### config.mk
export PLATFORM = sky130hd
export DESIGN_NAME = lswb_top
export DESIGN_NICKNAME = d
export VERILOG_FILES = /design/src/verilog/lswb_pkg.sv /design/src/verilog/lswb_ms_tick.sv /design/src/verilog/lswb_top.sv
export SDC_FILE = /design/constraint.sdc
export NUM_CORES = 2
export LEC_CHECK = 0
export BUFFER_PORTS_ARGS = -buffer_cell sky130_fd_sc_hd__clkbuf_2
export CAP_MARGIN = 40
export CORE_AREA = 2 2 465 467
export CTS_CLUSTER_SIZE = 25
export DETAILED_ROUTE_END_ITERATION = 6
export DIE_AREA = 0 0 467 469
export GPL_TIMING_DRIVEN = 0
export PLACE_DENSITY = 0.45
export SYNTH_ARGS = -nofsm -noshare
export SYNTH_HDL_FRONTEND = slang
export SYNTH_HIERARCHICAL = 1
export SYNTH_SLANG_ARGS = --single-unit
### constraint.sdc
create_clock -name clk_sys_i -period 71.9 [get_ports clk_sys_i]
set_input_delay 7.19 -clock clk_sys_i [delete_from_list [all_inputs] [get_ports clk_sys_i]]
set_output_delay 7.19 -clock clk_sys_i [all_outputs]
set_load 0.02 [all_outputs]
### src/verilog/lswb_pkg.sv
// constants, offsets and reset values of the limit switch bank
package lswb_pkg;
    // bank geometry
    localparam int LSWB_NUM_SW = 8;
    localparam int LSWB_DATA_W = 32;
    localparam int LSWB_ADDR_W = 8;
    localparam int LSWB_POS_W = 32;
    localparam int LSWB_TIME_W = 17;
    // clock and millisecond base
    localparam int LSWB_CLK_HZ = 20000000;
    localparam int LSWB_TICK_MS = 1;
    localparam int LSWB_TICK_CYCLES = LSWB_CLK_HZ / 1000 * LSWB_TICK_MS;
    // register byte addresses
    localparam logic [7:0] LSWB_OFS_ENABLE = 8'h00;
    localparam logic [7:0] LSWB_OFS_SINGLE = 8'h04;
    localparam logic [7:0] LSWB_OFS_HANDLING = 8'h08;
    localparam logic [7:0] LSWB_OFS_REARM = 8'h0c;
    localparam logic [7:0] LSWB_OFS_STATUS = 8'h10;
    localparam logic [7:0] LSWB_OFS_IRQ_STAT = 8'h14;
    localparam logic [7:0] LSWB_OFS_IRQ_MASK = 8'h18;
    localparam logic [7:0] LSWB_OFS_ARMED = 8'h1c;
    localparam logic [7:0] LSWB_OFS_TRIG_BASE = 8'h20;
    localparam logic [7:0] LSWB_OFS_WIDTH_BASE = 8'h40;
    localparam logic [7:0] LSWB_OFS_TIME_BASE = 8'h60;
    // per switch array geometry: 8 words of 4 bytes
    localparam logic [7:0] LSWB_ARRAY_MASK = 8'he0;
    localparam int LSWB_IDX_LSB = 2;
    localparam int LSWB_IDX_W = 3;
    // reset values, pulse time ceiling and step
    localparam logic [7:0] LSWB_RST_VEC = 8'h00;
    localparam logic [31:0] LSWB_RST_POS = 32'h0000_0000;
    localparam logic [16:0] LSWB_RST_TIME = 17'h001f4;
    localparam logic [16:0] LSWB_TIME_MAX = 17'h10000;
    localparam logic [16:0] LSWB_TIME_ZERO = 17'h00000;
    localparam logic [16:0] LSWB_TIME_ONE = 17'h00001;
    localparam logic [31:0] LSWB_RD_ZERO = 32'h0000_0000;
endpackage

### src/verilog/lswb_ms_tick.sv
// free running divider giving a one cycle millisecond tick
`timescale 1ns/1ps
module lswb_ms_tick
    import lswb_pkg::*;
#(
    parameter int TICK_CYCLES = LSWB_TICK_CYCLES
) (
    input wire logic clk_sys_i,
    input wire logic sys_rst_i,
    output logic tick_o
);
    localparam logic [31:0] LAST = 32'(TICK_CYCLES - 1);
    logic [31:0] count; // cycles since last tick

    // count up one period, pulse at the wrap
    always_ff @(posedge clk_sys_i or posedge sys_rst_i) begin
        if (sys_rst_i) begin
            count <= '0;
            tick_o <= 1'b0;
        end else if (count == LAST) begin
            count <= '0;
            tick_o <= 1'b1;
        end else begin
            count <= count + 32'h0000_0001;
            tick_o <= 1'b0;
        end
    end
endmodule

### src/verilog/lswb_top.sv
// bank of eight programmable limit switches with register port
// Behaviour
// - status vector, bit i is switch i
// - pulse time per switch, 0..65536 ms, 500 reset
// - pulse time used only in time mode
// - handling select vector, reset zero
// - position mode: active inside inclusive window
// - zero width: active at or above trigger
// - time mode: pulse for time after crossing
// - window width per switch, reset zero
// - enable vector, clear bit disables switch
// - single shot stops monitoring after trigger
// - rearm write re-arms single shot switch
// - trigger point per switch, reset zero
`timescale 1ns/1ps
module lswb_top
    import lswb_pkg::*;
#(
    parameter int TICK_CYCLES = LSWB_TICK_CYCLES
) (
    input wire logic clk_sys_i,
    input wire logic sys_rst_i,
    input wire logic [LSWB_ADDR_W-1:0] addr_i,
    input wire logic [LSWB_DATA_W-1:0] wr_data_i,
    input wire logic wr_i,
    input wire logic rd_i,
    output logic [LSWB_DATA_W-1:0] rd_data_o,
    input wire logic [LSWB_POS_W-1:0] position_feedback_i,
    input wire logic position_valid_i,
    output logic [LSWB_NUM_SW-1:0] switch_status_flags_o,
    output logic irq_o
);
    // software visible state
    logic [7:0] switch_enable_mask; // one enable per switch
    logic [7:0] single_shot_select; // one single shot bit per switch
    logic [7:0] switch_handling_select; // set means time based
    logic [7:0] irq_status; // sticky rise events
    logic [7:0] irq_mask; // interrupt gate
    logic [7:0] armed; // single shot observation armed
    logic [7:0] switch_status_flags; // live switch flags
    logic [LSWB_POS_W-1:0] trigger_point [LSWB_NUM_SW];
    logic [LSWB_POS_W-1:0] window_width [LSWB_NUM_SW];
    logic [LSWB_TIME_W-1:0] pulse_time [LSWB_NUM_SW];
    logic [LSWB_TIME_W-1:0] pulse_left [LSWB_NUM_SW]; // ms still to go
    // position history for crossing detection
    logic [LSWB_POS_W-1:0] prev_pos; // previous feedback sample
    logic have_prev; // prev_pos holds a real sample
    // decode helpers
    logic [LSWB_IDX_W-1:0] idx; // array index from address
    logic wr_trig; // write hits trigger point array
    logic wr_width; // write hits window width array
    logic wr_time; // write hits pulse time array
    logic [7:0] rearm_req; // one cycle rearm pulses
    logic [7:0] flag_rise; // flag goes active this cycle
    logic [7:0] next_flag; // next flag values
    logic [7:0] next_armed_clr; // single shot triggered
    logic [LSWB_TIME_W-1:0] next_left [LSWB_NUM_SW];
    logic [LSWB_TIME_W-1:0] time_wr_val; // clamped pulse time
    logic ms_tick; // one pulse per millisecond
    logic [LSWB_DATA_W-1:0] next_rd_data; // read mux result

    // millisecond base for time based pulses
    lswb_ms_tick #(
        .TICK_CYCLES(TICK_CYCLES)
    ) u_tick (
        .clk_sys_i(clk_sys_i),
        .sys_rst_i(sys_rst_i),
        .tick_o(ms_tick)
    );

    // address decode of the per switch arrays
    assign idx = addr_i[LSWB_IDX_LSB +: LSWB_IDX_W];
    assign wr_trig = wr_i
        && ((addr_i & LSWB_ARRAY_MASK) == LSWB_OFS_TRIG_BASE);
    assign wr_width = wr_i
        && ((addr_i & LSWB_ARRAY_MASK) == LSWB_OFS_WIDTH_BASE);
    assign wr_time = wr_i
        && ((addr_i & LSWB_ARRAY_MASK) == LSWB_OFS_TIME_BASE);
    assign rearm_req = (wr_i && addr_i == LSWB_OFS_REARM) ?
        wr_data_i[7:0] : LSWB_RST_VEC;
    // values above the top of range saturate at 65536 ms
    assign time_wr_val = (wr_data_i > 32'(LSWB_TIME_MAX)) ?
        LSWB_TIME_MAX : wr_data_i[LSWB_TIME_W-1:0];

    // vector control registers
    always_ff @(posedge clk_sys_i or posedge sys_rst_i) begin
        if (sys_rst_i) begin
            switch_enable_mask <= LSWB_RST_VEC;
            single_shot_select <= LSWB_RST_VEC;
            switch_handling_select <= LSWB_RST_VEC;
            irq_mask <= LSWB_RST_VEC;
        end else if (wr_i) begin
            case (addr_i)
                LSWB_OFS_ENABLE: begin
                    switch_enable_mask <= wr_data_i[7:0];
                end
                LSWB_OFS_SINGLE: begin
                    single_shot_select <= wr_data_i[7:0];
                end
                LSWB_OFS_HANDLING: begin
                    switch_handling_select <= wr_data_i[7:0];
                end
                LSWB_OFS_IRQ_MASK: begin
                    irq_mask <= wr_data_i[7:0];
                end
                default: begin
                end
            endcase
        end
    end

    // per switch parameter storage
    always_ff @(posedge clk_sys_i or posedge sys_rst_i) begin
        if (sys_rst_i) begin
            for (int i = 0; i < LSWB_NUM_SW; i++) begin
                trigger_point[i] <= LSWB_RST_POS;
                window_width[i] <= LSWB_RST_POS;
                pulse_time[i] <= LSWB_RST_TIME;
            end
        end else begin
            if (wr_trig) begin
                trigger_point[idx] <= wr_data_i;
            end
            if (wr_width) begin
                window_width[idx] <= wr_data_i;
            end
            if (wr_time) begin
                pulse_time[idx] <= time_wr_val;
            end
        end
    end

    // feedback history, first sample cannot count as a crossing
    always_ff @(posedge clk_sys_i or posedge sys_rst_i) begin
        if (sys_rst_i) begin
            prev_pos <= LSWB_RST_POS;
            have_prev <= 1'b0;
        end else if (position_valid_i) begin
            prev_pos <= position_feedback_i;
            have_prev <= 1'b1;
        end
    end

    // per switch evaluation
    genvar g;
    generate
        for (g = 0; g < LSWB_NUM_SW; g++) begin : g_sw
            logic signed [LSWB_POS_W:0] pos_s; // sign extended feedback
            logic signed [LSWB_POS_W:0] old_s; // sign extended history
            logic signed [LSWB_POS_W:0] trig_s; // sign extended trigger
            logic signed [LSWB_POS_W:0] top_s; // window upper bound
            logic at_or_above; // feedback at or above trigger
            logic in_window; // feedback inside window
            logic crossed; // trigger passed between two samples
            logic may_fire; // monitoring still allowed

            assign pos_s = {position_feedback_i[LSWB_POS_W-1],
                            position_feedback_i};
            assign old_s = {prev_pos[LSWB_POS_W-1], prev_pos};
            assign trig_s = {trigger_point[g][LSWB_POS_W-1],
                             trigger_point[g]};
            // one extra bit keeps the sum from wrapping
            assign top_s = trig_s + {window_width[g][LSWB_POS_W-1],
                                     window_width[g]};
            assign at_or_above = pos_s >= trig_s;
            // zero width opens the window upward without bound
            assign in_window = at_or_above
                && ((window_width[g] == LSWB_RST_POS)
                    || (pos_s <= top_s));
            // crossing in either direction between two samples
            assign crossed = have_prev
                && (at_or_above != (old_s >= trig_s));
            assign may_fire = !single_shot_select[g] || armed[g];

            // next flag and remaining pulse time
            always_comb begin
                next_flag[g] = switch_status_flags[g];
                next_left[g] = pulse_left[g];
                if (!switch_enable_mask[g]) begin
                    next_flag[g] = 1'b0;
                    next_left[g] = LSWB_TIME_ZERO;
                end else if (!switch_handling_select[g]) begin
                    // position mode ignores the pulse time
                    next_left[g] = LSWB_TIME_ZERO;
                    if (position_valid_i) begin
                        // no new activation once single shot fired
                        next_flag[g] = in_window
                            && (switch_status_flags[g] || may_fire);
                    end
                end else begin
                    if (ms_tick && pulse_left[g] != LSWB_TIME_ZERO) begin
                        next_left[g] = pulse_left[g]
                            - LSWB_TIME_ONE;
                    end
                    if (position_valid_i && crossed && may_fire) begin
                        next_left[g] = pulse_time[g];
                    end
                    next_flag[g] = next_left[g] != LSWB_TIME_ZERO;
                end
            end

            assign flag_rise[g] = next_flag[g] && !switch_status_flags[g];
            assign next_armed_clr[g] = flag_rise[g] && single_shot_select[g];
        end
    endgenerate

    // flags and pulse timers, all switches every cycle
    always_ff @(posedge clk_sys_i or posedge sys_rst_i) begin
        if (sys_rst_i) begin
            switch_status_flags <= LSWB_RST_VEC;
            for (int i = 0; i < LSWB_NUM_SW; i++) begin
                pulse_left[i] <= LSWB_TIME_ZERO;
            end
        end else begin
            switch_status_flags <= next_flag;
            for (int i = 0; i < LSWB_NUM_SW; i++) begin
                pulse_left[i] <= next_left[i];
            end
        end
    end

    // single shot arming, a trigger in the rearm cycle disarms
    always_ff @(posedge clk_sys_i or posedge sys_rst_i) begin
        if (sys_rst_i) begin
            armed <= ~LSWB_RST_VEC; // every switch starts armed
        end else begin
            // disarm wins over a rearm in the same cycle
            armed <= (armed | rearm_req)
                & ~next_armed_clr;
        end
    end

    // sticky interrupt events, new rise wins over clear
    always_ff @(posedge clk_sys_i or posedge sys_rst_i) begin
        if (sys_rst_i) begin
            irq_status <= LSWB_RST_VEC;
        end else if (wr_i && addr_i == LSWB_OFS_IRQ_STAT) begin
            irq_status <= (irq_status & ~wr_data_i[7:0]) | flag_rise;
        end else begin
            irq_status <= irq_status | flag_rise;
        end
    end

    // registered outputs
    always_ff @(posedge clk_sys_i or posedge sys_rst_i) begin
        if (sys_rst_i) begin
            switch_status_flags_o <= LSWB_RST_VEC;
            irq_o <= 1'b0;
        end else begin
            switch_status_flags_o <= next_flag;
            irq_o <= |(irq_mask & ((irq_status & ~((wr_i
                && addr_i == LSWB_OFS_IRQ_STAT) ? wr_data_i[7:0]
                : LSWB_RST_VEC)) | flag_rise));
        end
    end

    // read multiplexer, unmapped reads return zero
    always_comb begin
        next_rd_data = LSWB_RD_ZERO;
        case (addr_i & LSWB_ARRAY_MASK)
            LSWB_OFS_TRIG_BASE: begin
                next_rd_data = trigger_point[idx];
            end
            LSWB_OFS_WIDTH_BASE: begin
                next_rd_data = window_width[idx];
            end
            LSWB_OFS_TIME_BASE: begin
                next_rd_data = 32'(pulse_time[idx]);
            end
            default: begin
                case (addr_i)
                    LSWB_OFS_ENABLE: next_rd_data[7:0] = switch_enable_mask;
                    LSWB_OFS_SINGLE: next_rd_data[7:0] = single_shot_select;
                    LSWB_OFS_HANDLING: begin
                        next_rd_data[7:0] = switch_handling_select;
                    end
                    LSWB_OFS_STATUS: begin
                        next_rd_data[7:0] = switch_status_flags;
                    end
                    LSWB_OFS_IRQ_STAT: next_rd_data[7:0] = irq_status;
                    LSWB_OFS_IRQ_MASK: next_rd_data[7:0] = irq_mask;
                    LSWB_OFS_ARMED: next_rd_data[7:0] = armed;
                    default: next_rd_data = LSWB_RD_ZERO;
                endcase
            end
        endcase
    end

    // read data stand for one cycle after the strobe
    always_ff @(posedge clk_sys_i or posedge sys_rst_i) begin
        if (sys_rst_i) begin
            rd_data_o <= LSWB_RD_ZERO;
        end else if (rd_i) begin
            rd_data_o <= next_rd_data;
        end else begin
            rd_data_o <= LSWB_RD_ZERO;
        end
    end
endmodule
==> run summary <==
CTS Buffer Depth: 3
H-tree depth: 4
Count of cell types in the netlist: 106
Antenna violations before repair: 25
TritonCTS clock tree: built
Pwr dens: 26.08 nW/um2
Most frequent cells in the layout: ha_1, dfrtp_1, nand2_1, o21ai_0
Most common cell after layout, fill and taps aside: ha_1
Nets@finish: 9155
Status: complete, but fails checks
EDFF count, synth: 0
Clock buffer count from CTS: 131
FF+latch count, synth: 939
Cts hold-fix bufs: 0
Chip height: 469 um
First-pass GRT wire length: 501.8 mm
# IOs: 118
Setup TNS: 0 ns
Final period util: 17.74%
Failing checks: design-rule violations
Ys Warns: 6
Mapped cell area: 74670 um2
Clk root buf: clkbuf_16
Gr usage total: 32.66%
Top-area cell type share of the netlist area: 29.59%
Final min period: 12.76 ns
Setup Buffers After CTS: 0
Setup Viol. Count Final: 0
Post-cts gate resize count: 0
Post-Route WL: 363.3 mm
Wirelength per Cell: 33.07 um
ANT nets after route: 0
Vias in the first global route: 62010
Met3 wire length: 29.89 mm
CP peak stage delay: 0.59 ns
Final Skew: 0.05190 ns
Seq/Total Area, Yosys: 31.56%
Fillers: 21230
Via/cell ratio: 6.010
Clock latency on the worst-skew pair: 0.85 ns
Syn nets: 8784
CTS sink cnt: 939
Worst-margin pin slew: 1.008 ns
Multi-input logic area: 48570 um2
HP Class: reg -> reg
Starting Density: 34.93%
Maximum fanout along the worst path: 17
Synth Instances: 7658
Slew Limit Fails: 0
Met2 wire len: 147.6 mm
Max Freq: 78.38 MHz
Top cell by count, worst path: nand4_1
Share of cells above drive strength 1: 15.65%
Async set-reset flop share out of synthesis: 100.0%
Critical path class: in -> reg
DRC: 26
Max Cap Viol: 0
Worst hold slack: 0.4663 ns
Die area: 219000 um2
Port Buffer Count: 105
First drt pass iteration count: 7
Yosys top cell by area: dfrtp_1
Die X: 467 um
Pleak: 39.54 nW
Gpl congestion: 1.004
Largest cells by area after synthesis: dfrtp_1, ha_1, mux2_2, mux4_2, a21o_1
Detail Placement HPWL: 295.3 mm
Critical path, cell by cell: clkbuf_2 > ha_1 > and4_1 > nand4_1 > nor3_1 > o21ai_0 > nand4_1 > a221oi_1 > mux2i_1 > buf_4 > xor2_1 > and3_1 > clkbuf_1 > mux2i_1 > and3_4 > a32oi_1 > nand4_1
DRT met1 WL: 170.2 mm
Total chip power: 0.002213 W
Area occupied by registers: 23570 um2
Total grt overflow: 0
CP Launch Type: input port
Core area: 213800 um2
Clk pin slew, worst setup/hold paths: 0.06 ns
Top Layer Used: met5
Via count: 66020
Area growth syn-to-layout: 13.67%
Maximum VDD drop: 0.02726 mV
Synth Flop Type: dfrtp_1
Final core occ: 39.70%
RSZ-0062 raised after global routing: false
Critical path arrival: 13.51 ns
Crit. End Element: flip-flop
Drt first-iter violations: 7816
Rows: 170
Required time worst endpoint: 72.65 ns
Slew HR: 32.79%
Largest net degree at the start of global routing: 118
Hold Fails Final Rpt: 0
Critical Path Slowest Stage Cell: nor3_1
Mean Syn Cell Area: 9.750 um2
[cell families (layout without fill, tap and decap cells)]
logic type	Yosys count	after routing	synth area share, %
xor gates and xnor gates	367	367	4.305
adders and majority gates	1049	1049	17.66
and+or+nand+nor	2077	2077	14.23
other	0	12	0
buffers and inverters	664	1140	3.413
DFF	939	939	31.56
AOI/OAI and AO/OA	1844	1844	15.72
muxes	718	718	13.11
[final timing paths]
check,startpoint,slack (ns),to,cells past startpoint
min in group asynchronous,sys_rst_i,6.46,g_sw[0].trig_s[27]$_DFFE_PP0P_,2
max reg2reg,window_width[225]$_DFFE_PP0P_,62.40,irq_o$_DFF_PP0_,31
min,single_shot_select[6]$_DFFE_PP0P_,0.47,armed[6]$_DFF_PP1_,1
max in group asynchronous,sys_rst_i,62.95,window_width[32]$_DFFE_PP0P_,6
max,position_feedback_i[13],59.14,irq_o$_DFF_PP0_,17
min reg2reg,single_shot_select[6]$_DFFE_PP0P_,0.47,armed[6]$_DFF_PP1_,1
[cell type report]
class | instances | share of cell area [%]
flip-flops and latches | 939 | 27.77
clock buffers | 180 | 4.448
diodes | 12 | 0.03538
well taps | 2838 | 4.184
repair buffers | 238 | 2.509
plain buffers | 265 | 1.265
inverters | 399 | 1.773
multi-input cells | 6055 | 57.23
clock inverters | 58 | 0.7887
[power breakdown]
| group | switching (W) | total, W | leakage, nW | internal (W) |
|---|---|---|---|---|
| Clock | 0.000293 | 0.000690 | 2.17 | 0.000397 |
| Combinational | 0.000511 | 0.000849 | 25.3 | 0.000339 |
| Sequential | 0.0000964 | 0.000674 | 12.1 | 0.000578 |
[sequential cells by signal, summed over array words and instances, names as in the netlist, 32 cells and up]
register,cells
rd_data_o,32
window_width,256
g_sw.trig_s,256
prev_pos,32
pulse_left,136
u_tick/count,32
pulse_time,136
[Yosys cell counts, types with 89 or more instances]
cell type / number
a21oi_1: 452
nor2_1: 461
nand2b_1: 89
nor2b_1: 95
mux2i_1: 96
nor3_1: 156
inv_1: 398
mux4_2: 162
nand4_1: 221
mux2_2: 460
a21o_1: 350
xnor2_1: 190
clkbuf_1: 209
dfrtp_1: 883
xor2_1: 177
ha_1: 1041
nor4_1: 153
nand3_1: 132
nand2_1: 509
o21ai_0: 494
[critical path: cells and delay by family]
family | cells | cell delay [ns]
multiplexers | 2 | 0.84
AND/OR/NAND/NOR | 7 | 2.33
buffers and inverters | 3 | 1.16
XOR/XNOR | 1 | 0.57
AO/OA/AOI/OAI | 3 | 0.82
adder cells (fa/ha/maj) | 1 | 0.52
[per-layer routing]
metal	up-vias	GRT usage (%)
li1	29370	-
met1	33320	48.10
met2	2810	46.17
met3	515	6.832
met4	6	12.68
met5	-	0
[through the flow]
step	instances	instance area [um2]	worst slack [ns]
4_1_cts	10970	84800	59.55
3_3_place_gp	10600	78740	25.74
6_report	10980	84880	59.14
5_1_grt	10970	84850	59.25
2_1_floorplan	7658	74670	39.33
3_5_place_dp	10730	80360	58.67
Power figures use the tool's default switching activity.
